<file path="config.mk">
export PLATFORM = sky130hd
export DESIGN_NAME = dbgx_debug_exception_status
export DESIGN_NICKNAME = d
export VERILOG_FILES = /design/src/dbgx_pkg.sv /design/src/dbgx_bp_match.sv /design/src/dbgx_debug_exception_status.sv
export VERILOG_INCLUDE_DIRS = /design/src /design/src/src
export SDC_FILE = /design/constraint.sdc
export NUM_CORES = 1
export LEC_CHECK = 0
export BUFFER_PORTS_ARGS = -buffer_cell sky130_fd_sc_hd__buf_2
export CORE_MARGIN = 5
export CORE_UTILIZATION = 55
export DETAILED_ROUTE_END_ITERATION = 16
export PLACE_DENSITY = 0.74
export SKIP_CTS_REPAIR_TIMING = 1
export SLEW_MARGIN = 15
export SYNTH_ARGS = -nofsm -noshare
export SYNTH_HDL_FRONTEND = slang
export SYNTH_HIERARCHICAL = 1
export SYNTH_SLANG_ARGS = --single-unit
export TNS_END_PERCENT = 100
</file>
<file path="constraint.sdc">
create_clock -name aclk -period 7.7 [get_ports aclk]
set_clock_uncertainty 0.2 [all_clocks]
set_input_delay 1.54 -clock aclk [delete_from_list [all_inputs] [get_ports aclk]]
set_output_delay 1.54 -clock aclk [all_outputs]
set_load 0.03 [all_outputs]
</file>
<file path="src/dbgx_map.svh">
`ifndef DBGX_MAP_SVH
`define DBGX_MAP_SVH

// Register byte offsets
`define DBGX_OFF_STATUS      12'h000
`define DBGX_OFF_IRQ_STAT    12'h004
`define DBGX_OFF_IRQ_MASK    12'h008
`define DBGX_OFF_CTRL        12'h00C
`define DBGX_OFF_BP_ADDR0    12'h010
`define DBGX_OFF_BP_CFG      12'h020
`define DBGX_OFF_LAST_EXC    12'h024

// Status word field positions
`define DBGX_ST_BP_LSB       0
`define DBGX_ST_GUARD_BIT    13
`define DBGX_ST_STEP_BIT     14
`define DBGX_ST_TASK_BIT     15
`define DBGX_ST_MASK         32'h0000E00F

// Control word field positions
`define DBGX_CTRL_GUARD_BIT  0
`define DBGX_CTRL_STEP_BIT   1
`define DBGX_CTRL_RESUME_BIT 2

// Breakpoint config word: per breakpoint i, local en at 2i, global en at 2i+1,
// usage at 16+4i, length at 18+4i
`define DBGX_CFG_LEN_LSB     18
`define DBGX_CFG_USE_LSB     16

// Usage and length encodings
`define DBGX_USE_EXEC        2'h0
`define DBGX_USE_WRITE       2'h1
`define DBGX_USE_RDWR        2'h3
`define DBGX_LEN_1           2'h0
`define DBGX_LEN_2           2'h1
`define DBGX_LEN_4           2'h3

// Exception vector
`define DBGX_VECTOR          8'h01

// Reset values
`define DBGX_RST_STATUS      32'h00000000
`define DBGX_RST_WORD        32'h00000000

// AXI responses
`define DBGX_RESP_OKAY       2'h0
`define DBGX_RESP_SLVERR     2'h2

`endif

</file>
<file path="src/dbgx_pkg.sv">
package dbgx_pkg;

  typedef enum logic [1:0]
  {
    DBGX_EXC_NONE,
    DBGX_EXC_FAULT,
    DBGX_EXC_TRAP
  } dbgx_kind_t;

endpackage

</file>
<file path="src/dbgx_bp_match.sv">
`timescale 1ns/1ps
`include "dbgx_map.svh"

module dbgx_bp_match
(
  input  wire logic [31:0] bp_addr,
  input  wire logic [1:0]  bp_length_field,
  input  wire logic [1:0]  bp_usage_field,
  input  wire logic        exec_valid,
  input  wire logic [31:0] exec_addr,
  input  wire logic        data_valid,
  input  wire logic        data_write,
  input  wire logic [31:0] data_addr,
  input  wire logic [2:0]  data_size,
  output wire logic        exec_hit,
  output wire logic        data_hit
);

  // ****************************************************************
  // Aligned field compare
  // ****************************************************************
  wire logic [31:0] field_lo;
  wire logic [32:0] field_hi;
  wire logic [32:0] acc_hi;
  wire logic        overlap;
  wire logic        use_ok;

  assign field_lo = (bp_length_field == `DBGX_LEN_4) ? {bp_addr[31:2], 2'h0} :
                    (bp_length_field == `DBGX_LEN_2) ? {bp_addr[31:1], 1'h0} : bp_addr;
  assign field_hi = {1'b0, field_lo} +
                    ((bp_length_field == `DBGX_LEN_4) ? 33'h000000004 :
                     (bp_length_field == `DBGX_LEN_2) ? 33'h000000002 : 33'h000000001);
  assign acc_hi   = {1'b0, data_addr} + {30'h00000000, data_size};
  assign overlap  = ({1'b0, data_addr} < field_hi) && (acc_hi > {1'b0, field_lo});
  assign use_ok   = (bp_usage_field == `DBGX_USE_RDWR) ||
                    ((bp_usage_field == `DBGX_USE_WRITE) && data_write);

  assign exec_hit = exec_valid && (bp_usage_field == `DBGX_USE_EXEC) && (exec_addr == bp_addr);
  assign data_hit = data_valid && use_ok && overlap && (data_size != 3'h0);

endmodule

</file>
<file path="src/dbgx_debug_exception_status.sv">
`timescale 1ns/1ps
`include "dbgx_map.svh"

// Notes on behaviour
// - Four hit flags, one per breakpoint, set when its address, length, usage match.
// - Enabled breakpoint match by global or local enable raises debug vector 1.
// - Execution breakpoints raise a fault; data breakpoints raise a trap after transfer.
// - On an enabled exec or data match, every breakpoint matching that same kind has its flag set, enabled or not.
// - Guarded debug-register access sets the guarded-access status flag.
// - Entering the handler for a guarded access clears the guard bit.
// - Single-step enable causes a trap that sets the single-step flag.
// - Switch into a task with debug trap bit sets the task-switch flag.
// - Task-switch debug trap is raised after switch, before the new task's first instruction.
// - Resume flag suppresses the execution breakpoint at the return address.
// - Hardware only sets status flags; software clears them before returning.
// - Data access matches when wholly or partly inside aligned 1, 2 or 4 byte field.

module dbgx_debug_exception_status
#(
  parameter int NUM_BP = 4
)
(
  input  wire logic                 aclk,
  input  wire logic                 aresetn,
  input  wire logic [11:0]          s_axi_awaddr,
  input  wire logic                 s_axi_awvalid,
  output wire logic                 s_axi_awready,
  input  wire logic [31:0]          s_axi_wdata,
  input  wire logic [3:0]           s_axi_wstrb,
  input  wire logic                 s_axi_wvalid,
  output wire logic                 s_axi_wready,
  output wire logic [1:0]           s_axi_bresp,
  output wire logic                 s_axi_bvalid,
  input  wire logic                 s_axi_bready,
  input  wire logic [11:0]          s_axi_araddr,
  input  wire logic                 s_axi_arvalid,
  output wire logic                 s_axi_arready,
  output wire logic [31:0]          s_axi_rdata,
  output wire logic [1:0]           s_axi_rresp,
  output wire logic                 s_axi_rvalid,
  input  wire logic                 s_axi_rready,
  input  wire logic                 exec_valid,
  input  wire logic [31:0]          exec_addr,
  input  wire logic                 data_valid,
  input  wire logic                 data_write,
  input  wire logic [31:0]          data_addr,
  input  wire logic [2:0]           data_size,
  input  wire logic                 insn_retire,
  input  wire logic                 dreg_access,
  input  wire logic                 task_switch_done,
  input  wire logic                 task_debug_trap,
  output wire logic                 dbg_exc_valid,
  output wire logic [7:0]           dbg_exc_vector,
  output wire logic [1:0]           dbg_exc_kind,
  output wire logic                 dbg_reg_access_ok,
  output wire logic                 irq
);

  // ****************************************************************
  // State
  // ****************************************************************
  logic [31:0]       debug_status_reg;
  logic [31:0]       status_next;
  logic [3:0]        irq_stat_reg;
  logic [3:0]        irq_stat_next;
  logic [3:0]        irq_mask_reg;
  logic [2:0]        ctrl_reg;
  logic [2:0]        ctrl_next;
  logic [31:0]       bp_addr_reg [NUM_BP];
  logic [31:0]       bp_cfg_reg;
  logic              exc_valid_reg;
  logic [1:0]        exc_kind_reg;
  logic              step_pend_reg;
  logic              step_pend_next;
  logic [11:0]       awaddr_reg;
  logic              aw_full_reg;
  logic [31:0]       wdata_reg;
  logic [3:0]        wstrb_reg;
  logic              w_full_reg;
  logic              bvalid_reg;
  logic [1:0]        bresp_reg;
  logic              rvalid_reg;
  logic [31:0]       rdata_reg;
  logic [1:0]        rresp_reg;

  // ****************************************************************
  // Breakpoint matching
  // ****************************************************************
  wire logic [NUM_BP-1:0] exec_hit;
  wire logic [NUM_BP-1:0] data_hit;
  wire logic [NUM_BP-1:0] bp_enabled;

  genvar gi;
  generate
    for (gi = 0; gi < NUM_BP; gi++)
    begin : g_bp
      assign bp_enabled[gi] = bp_cfg_reg[2*gi] | bp_cfg_reg[2*gi+1];
      dbgx_bp_match u_match
      (
        .bp_addr         (bp_addr_reg[gi]),
        .bp_length_field (bp_cfg_reg[`DBGX_CFG_LEN_LSB+4*gi +: 2]),
        .bp_usage_field  (bp_cfg_reg[`DBGX_CFG_USE_LSB+4*gi +: 2]),
        .exec_valid      (exec_valid),
        .exec_addr       (exec_addr),
        .data_valid      (data_valid),
        .data_write      (data_write),
        .data_addr       (data_addr),
        .data_size       (data_size),
        .exec_hit        (exec_hit[gi]),
        .data_hit        (data_hit[gi])
      );
    end
  endgenerate

  // ****************************************************************
  // Event decode
  // ****************************************************************
  wire logic [NUM_BP-1:0] exec_live;
  wire logic              guard_set;
  wire logic              guard_fault;
  wire logic              exec_fault;
  wire logic              data_trap;
  wire logic              step_trap;
  wire logic              task_trap;
  wire logic              any_fault;
  wire logic              any_trap;
  wire logic [NUM_BP-1:0] bp_set;
  wire logic [31:0]       event_bits;

  assign exec_live   = ctrl_reg[`DBGX_CTRL_RESUME_BIT] ? '0 : exec_hit;
  assign guard_set   = ctrl_reg[`DBGX_CTRL_GUARD_BIT];
  assign guard_fault = dreg_access && guard_set;
  assign exec_fault  = |(exec_live & bp_enabled);
  assign data_trap   = |(data_hit & bp_enabled);
  assign step_trap   = step_pend_reg && insn_retire;
  assign task_trap   = task_switch_done && task_debug_trap;
  assign any_fault   = exec_fault || guard_fault;
  assign any_trap    = data_trap || step_trap || task_trap;
  assign bp_set      = (exec_fault ? exec_live : '0) | (data_trap ? data_hit : '0);
  assign event_bits  = {16'h0000,
                        task_trap,
                        step_trap,
                        guard_fault,
                        9'h000,
                        bp_set};

  assign dbg_reg_access_ok = !guard_set;
  assign dbg_exc_valid     = exc_valid_reg;
  assign dbg_exc_vector    = `DBGX_VECTOR;
  assign dbg_exc_kind      = exc_kind_reg;

  // ****************************************************************
  // Register bus decode
  // ****************************************************************
  wire logic        wr_fire;
  wire logic        rd_fire;
  wire logic [11:0] bp_off;
  wire logic        wr_bp;
  wire logic        wr_hit;
  wire logic        rd_bp;
  wire logic        rd_hit;
  wire logic [31:0] wmask;
  wire logic [31:0] wval;
  wire logic [31:0] rd_word;
  wire logic [31:0] status_w;

  assign s_axi_awready = !aw_full_reg && !bvalid_reg;
  assign s_axi_wready  = !w_full_reg && !bvalid_reg;
  assign s_axi_bvalid  = bvalid_reg;
  assign s_axi_bresp   = bresp_reg;
  assign s_axi_arready = !rvalid_reg;
  assign s_axi_rvalid  = rvalid_reg;
  assign s_axi_rdata   = rdata_reg;
  assign s_axi_rresp   = rresp_reg;

  assign wr_fire  = aw_full_reg && w_full_reg && !bvalid_reg;
  assign rd_fire  = s_axi_arvalid && !rvalid_reg;
  assign bp_off   = awaddr_reg - `DBGX_OFF_BP_ADDR0;
  assign wr_bp    = (awaddr_reg >= `DBGX_OFF_BP_ADDR0) && (awaddr_reg < `DBGX_OFF_BP_CFG);
  assign wr_hit   = wr_bp || (awaddr_reg == `DBGX_OFF_STATUS) ||
                    (awaddr_reg == `DBGX_OFF_IRQ_STAT) || (awaddr_reg == `DBGX_OFF_IRQ_MASK) ||
                    (awaddr_reg == `DBGX_OFF_CTRL) || (awaddr_reg == `DBGX_OFF_BP_CFG) ||
                    (awaddr_reg == `DBGX_OFF_LAST_EXC);
  assign rd_bp    = (s_axi_araddr >= `DBGX_OFF_BP_ADDR0) && (s_axi_araddr < `DBGX_OFF_BP_CFG);
  assign wmask    = {{8{wstrb_reg[3]}}, {8{wstrb_reg[2]}}, {8{wstrb_reg[1]}}, {8{wstrb_reg[0]}}};
  assign wval     = wdata_reg & wmask;
  assign status_w = (wr_fire && awaddr_reg == `DBGX_OFF_STATUS) ? wmask & ~wdata_reg : '0;
  assign rd_hit   = rd_bp || (s_axi_araddr == `DBGX_OFF_STATUS) ||
                    (s_axi_araddr == `DBGX_OFF_IRQ_STAT) ||
                    (s_axi_araddr == `DBGX_OFF_IRQ_MASK) ||
                    (s_axi_araddr == `DBGX_OFF_CTRL) || (s_axi_araddr == `DBGX_OFF_BP_CFG) ||
                    (s_axi_araddr == `DBGX_OFF_LAST_EXC);
  assign rd_word  = rd_bp ? bp_addr_reg[s_axi_araddr[3:2]] :
                    (s_axi_araddr == `DBGX_OFF_STATUS)   ? debug_status_reg :
                    (s_axi_araddr == `DBGX_OFF_IRQ_STAT) ? {28'h0000000, irq_stat_reg} :
                    (s_axi_araddr == `DBGX_OFF_IRQ_MASK) ? {28'h0000000, irq_mask_reg} :
                    (s_axi_araddr == `DBGX_OFF_CTRL)     ? {29'h0000000, ctrl_reg} :
                    (s_axi_araddr == `DBGX_OFF_BP_CFG)   ? bp_cfg_reg :
                    (s_axi_araddr == `DBGX_OFF_LAST_EXC) ? {30'h0000000, exc_kind_reg} :
                    32'h00000000;

  // ****************************************************************
  // Status, control and interrupt next state
  // ****************************************************************
  wire logic [3:0] irq_events;
  wire logic [3:0] irq_clear;

  assign irq_events = {task_trap, step_trap, guard_fault, |bp_set};
  assign irq_clear  = (wr_fire && awaddr_reg == `DBGX_OFF_IRQ_STAT) ? wval[3:0] : 4'h0;
  assign irq        = |(irq_stat_reg & irq_mask_reg);

  always_comb
  begin
    // Software clear by zero write, then hardware set wins
    status_next   = ((debug_status_reg & ~status_w) | event_bits) & `DBGX_ST_MASK;
    irq_stat_next = (irq_stat_reg & ~irq_clear) | irq_events;
    ctrl_next     = ctrl_reg;
    if (wr_fire && awaddr_reg == `DBGX_OFF_CTRL && wstrb_reg[0])
    begin
      ctrl_next = wdata_reg[2:0];
    end
    if (guard_fault)
    begin
      ctrl_next[`DBGX_CTRL_GUARD_BIT] = 1'b0;
    end
    if (exec_valid && ctrl_reg[`DBGX_CTRL_RESUME_BIT])
    begin
      ctrl_next[`DBGX_CTRL_RESUME_BIT] = 1'b0;
    end
    step_pend_next = step_pend_reg;
    if (exec_valid && !any_fault)
    begin
      step_pend_next = ctrl_reg[`DBGX_CTRL_STEP_BIT];
    end
    else if (insn_retire)
    begin
      step_pend_next = 1'b0;
    end
  end

  // ****************************************************************
  // Registers
  // ****************************************************************
  always_ff @(posedge aclk)
  begin
    if (!aresetn)
    begin
      debug_status_reg <= `DBGX_RST_STATUS;
      irq_stat_reg     <= 4'h0;
      ctrl_reg         <= 3'h0;
      step_pend_reg    <= 1'b0;
      exc_valid_reg    <= 1'b0;
      exc_kind_reg     <= dbgx_pkg::DBGX_EXC_NONE;
    end
    else
    begin
      debug_status_reg <= status_next;
      irq_stat_reg     <= irq_stat_next;
      ctrl_reg         <= ctrl_next;
      step_pend_reg    <= step_pend_next;
      exc_valid_reg    <= any_fault || any_trap;
      if (any_fault)
      begin
        exc_kind_reg <= dbgx_pkg::DBGX_EXC_FAULT;
      end
      else if (any_trap)
      begin
        exc_kind_reg <= dbgx_pkg::DBGX_EXC_TRAP;
      end
    end
  end

  always_ff @(posedge aclk)
  begin
    if (!aresetn)
    begin
      irq_mask_reg <= 4'h0;
      bp_cfg_reg   <= `DBGX_RST_WORD;
      for (int i = 0; i < NUM_BP; i++)
      begin
        bp_addr_reg[i] <= `DBGX_RST_WORD;
      end
    end
    else if (wr_fire)
    begin
      if (awaddr_reg == `DBGX_OFF_IRQ_MASK)
      begin
        irq_mask_reg <= (irq_mask_reg & ~wmask[3:0]) | wval[3:0];
      end
      if (awaddr_reg == `DBGX_OFF_BP_CFG)
      begin
        bp_cfg_reg <= (bp_cfg_reg & ~wmask) | wval;
      end
      if (wr_bp)
      begin
        bp_addr_reg[bp_off[3:2]] <= (bp_addr_reg[bp_off[3:2]] & ~wmask) | wval;
      end
    end
  end

  // ****************************************************************
  // AXI4-Lite handshake
  // ****************************************************************
  always_ff @(posedge aclk)
  begin
    if (!aresetn)
    begin
      awaddr_reg  <= 12'h000;
      aw_full_reg <= 1'b0;
      wdata_reg   <= 32'h00000000;
      wstrb_reg   <= 4'h0;
      w_full_reg  <= 1'b0;
      bvalid_reg  <= 1'b0;
      bresp_reg   <= `DBGX_RESP_OKAY;
    end
    else
    begin
      if (s_axi_awvalid && s_axi_awready)
      begin
        awaddr_reg  <= {s_axi_awaddr[11:2], 2'h0};
        aw_full_reg <= 1'b1;
      end
      if (s_axi_wvalid && s_axi_wready)
      begin
        wdata_reg  <= s_axi_wdata;
        wstrb_reg  <= s_axi_wstrb;
        w_full_reg <= 1'b1;
      end
      if (wr_fire)
      begin
        aw_full_reg <= 1'b0;
        w_full_reg  <= 1'b0;
        bvalid_reg  <= 1'b1;
        bresp_reg   <= wr_hit ? `DBGX_RESP_OKAY : `DBGX_RESP_SLVERR;
      end
      else if (bvalid_reg && s_axi_bready)
      begin
        bvalid_reg <= 1'b0;
      end
    end
  end

  always_ff @(posedge aclk)
  begin
    if (!aresetn)
    begin
      rvalid_reg <= 1'b0;
      rdata_reg  <= 32'h00000000;
      rresp_reg  <= `DBGX_RESP_OKAY;
    end
    else if (rd_fire)
    begin
      rvalid_reg <= 1'b1;
      rdata_reg  <= rd_word;
      rresp_reg  <= rd_hit ? `DBGX_RESP_OKAY : `DBGX_RESP_SLVERR;
    end
    else if (rvalid_reg && s_axi_rready)
    begin
      rvalid_reg <= 1'b0;
    end
  end

endmodule

</file>
==> impl_metrics.yaml <==
layout:
  postLayoutCellArea_um2: 27000
  n_fill_cell: 3886
  n_antenna_cell: 0
  multi_input_area_um2: 17100
  final_cell_mix: "nand2_1, ha_1, xnor2_1"
  regArea_um2: 6650
  layout-drive-gt1-share_pct: 12.8
  area_growth_pct: 9.42
  instances_no_fill: 3557
  final_common_cell: "nand2_1"
  final_net_count: 3358
pwr:
  sw_frac_of_total_pct: 31.7
  p_seq_share_pct: 43.1
  p_switching_mw: 1.21
  p_clk_share_pct: 34.4
  ir_worst_vdd_uv: 215
  p_int_mw: 2.60
  leakagePower_nw: 10.5
  power_density_nw_per_um2: 141
  combPwrFrac_pct: 22.5
min_path:
  hold_depth: 2
  hold_start: "s_axi_rdata[27]$_SDFFE_PN0P_"
  hold_end: "s_axi_rdata[27]$_SDFFE_PN0P_"
  hold_class: "reg -> reg"
logic_synthesis:
  async_reset_ff_share_pct: 0
  synth_area_leaders: "edfxtp_1, ha_1, dfxtp_1, xnor2_1, mux4_2"
  synthCells: 2798
  ys_seq_area_share_pct: 26.9
  synth_edf_count: 128
  ys_seq_elements: 268
  yosys_warnings: 6
  synthFlopType: "dfxtp_1"
  synth.top_cell.area_share_pct: 15.6
  synth_cell_types: 105
  syn_avg_cell_area_um2: 8.83
  synth_area_um2: 24700
  yosys.area.top_type: "edfxtp_1"
critical_path:
  crit_type: "in -> reg"
  crit_buf_inv: 1
  worstPathArrival_ns: 6.97
  required_ns: 7.91
  timing.rr.end: "dbg_exc_kind[0]$_SDFFE_PN0P_"
  worstPathMaxFanout: 8
  crit_path_start_kind: "input port"
  cp-end-kind: "flip-flop"
  worst-r2r-cell-count: 19
  worst-r2r-setup-slack_ns: 1.08
  cp_cell_sequence: "buf_2, ha_1, fa_1, a21oi_1, nor4b_4, nand2_1, nor2_1, nand3_1, xnor2_1, ha_1, and4_1, nand4b_1, nor4_1, a21boi_0, o31ai_1, a221oi_2, o21ai_0, nand4_1, nor3_1, a2111oi_0"
  cp_common_cell: "ha_1"
  cp_slowest_cell: "a221oi_2"
  cp_top_family: "simple AND/OR/NAND/NOR gates"
  slowest_delay_ns: 0.51
sta:
  tns_ns: 0
  maxSlewHeadroom_pct: 22.0
  fmax_mhz: 148
  rsz0062_at_grt: "no"
  min_period_over_period_pct: 87.8
  fin_hold_ws_ns: 0.248
  post-route-min-period_ns: 6.76
  finalSetupViolCount: 0
  slew_viol_final: 0
  hold_violations: 0
  worst_pin_slew_ns: 1.17
die:
  num_rows: 77
  dieArea_um2: 49300
  initial_utilization_pct: 55.8
  core_um2: 44300
  chipWidth_um: 222
  fp.dieH_um: 222
  ios: 195
route:
  avgViaCountPerCell: 6.44
  dr.first_iter.drc_count: 2775
  postRouteAntennaNets: 0
  detail_route.wl_per_cell_um: 26.6
  first_pass_iters: 5
  via_count: 22900
  wl_um: 94500
  drc: 0
global_routing:
  grt_pass1_wl_um: 137000
  gr-usage-all-layers_pct: 36.5
  grt_pass1_vias: 21100
  antenna_found_initial: 3
  grt_start_max_net_pins: 58
  grt_overflow: 0
clock_network:
  cts_buffer_depth: 3
  clockRootBuffer: "clkbuf_16"
  cts_tree: "built"
  cts_made_buffers: 26
  clk_pin_slew_ns: 0.06
  clk-insertion-delay-late_ns: 0.55
  clock-sinks: 268
  htreeDepth: 1
placed_design:
  detailed_place.area_um2: 26200
  dp_cells: 3509
  dp_hpwl_um: 74800
  port_buffers: 182
  gp_congestion: 1.05
flow_run:
  maxCapViolations: 0
outcome:
  run_status: "complete, no violations"
stage by stage:
stage	setup WS, ns	power (mW)	utilization (%)
finish	0.942	3.81	61.0
global route	0.664	3.95	61.0
CTS	1.10	3.78	61.0
detailed placement	0.565	2.50	59.0
global placement	0.684	2.47	59.0
floorplan	1.79	2.16	-
area by class of cell:
| class | count | area share [%] |
|---|---|---|
| Multi-Input combinational cell | 2287 | 63.2 |
| Inverter | 149 | 2.07 |
| Sequential cell | 268 | 24.6 |
| Tap cell | 592 | 2.74 |
| Clock inverter | 7 | 0.167 |
| Timing Repair Buffer | 213 | 4.23 |
| Clock buffer | 41 | 3.04 |
layer usage:
layer  global-route usage, %  part of all wire (%)  vias to the layer above
met5                       0                 0.024                        -
met4                    11.6                   4.1                        4
met3                    8.05                    11                      173
met2                    54.9                    43                     1269
met1                    52.5                    42                    11000
li1                        -                     -                    10400
worst reg2reg max path, delay by kind of cell, from the launching register on:
kind / cells / cell delay [ns]
buffers and inverters: 1 / 0.21
AND/OR/NAND/NOR: 7 / 2.88
AO/OA/AOI/OAI: 7 / 1.67
multiplexers: 1 / 0.16
adder cells (fa/ha/maj): 2 / 0.51
flip-flops: 1 / 0.78
XOR/XNOR: 1 / 0.14
how the worst max path moves through the flow:
stage / startpoint / slack [ns] / end / depth (start not counted)
2_1_floorplan: data_addr[1] / 1.79 / dbg_exc_kind[0]$_SDFFE_PN0P_ / 17
3_3_place_gp: data_addr[0] / 0.68 / dbg_exc_kind[0]$_SDFFE_PN0P_ / 20
3_5_place_dp: data_addr[0] / 0.57 / dbg_exc_kind[1]$_SDFFE_PP0P_ / 20
4_1_cts: data_addr[0] / 1.10 / dbg_exc_kind[1]$_SDFFE_PP0P_ / 20
5_1_grt: data_addr[0] / 0.66 / dbg_exc_kind[1]$_SDFFE_PP0P_ / 20
6_report: data_addr[0] / 0.94 / dbg_exc_kind[1]$_SDFFE_PP0P_ / 20
synthesized netlist by cell type (5+ instances only):
cell,count
nand2_1,337
ha_1,268
nor2_1,226
xnor2_1,226
a21oi_1,167
inv_1,148
xor2_1,141
dfxtp_1,140
edfxtp_1,128
nand4_1,100
o21ai_0,85
nand3_1,80
mux2i_1,78
mux4_2,63
clkbuf_1,62
nor3_1,55
nor4_1,47
a22oi_1,33
and3_1,30
and4_1,29
a21o_1,24
nor2b_1,23
o21ai_1,21
a211oi_1,15
and2_1,15
buf_2,15
buf_4,14
nand2b_1,13
or3_1,13
a31oi_1,12
o21a_1,11
or2_2,9
or4_1,9
o2111ai_1,8
o31ai_1,8
buf_1,7
o211ai_1,7
and3b_1,6
nand3b_1,6
a221oi_1,5
a41oi_1,5
nand4b_1,5
kinds of logic (layout without fill, tap and decap cells):
kind of cell	count (synthesis)	in the layout	share of synthesized area, %
buffers and inverters	251	410	4.22
adder cells (fa/ha/maj)	272	272	13.9
multiplexers	141	141	8.90
other	2	10	0.0304
AND/OR/NAND/NOR	1049	1049	21.7
flip-flops	268	268	26.9
XOR/XNOR	368	368	13.1
AO/OA/AOI/OAI	447	447	11.2
power by group through the flow:
stage	clock network, mW	registers, mW	logic (mW)
finish	1.31	1.64	0.859
global route	1.38	1.64	0.934
CTS	1.31	1.64	0.835
detailed placement	0	1.67	0.829
global placement	0	1.67	0.804
floorplan	0	1.61	0.550
(Power assumes the default switching activity.)
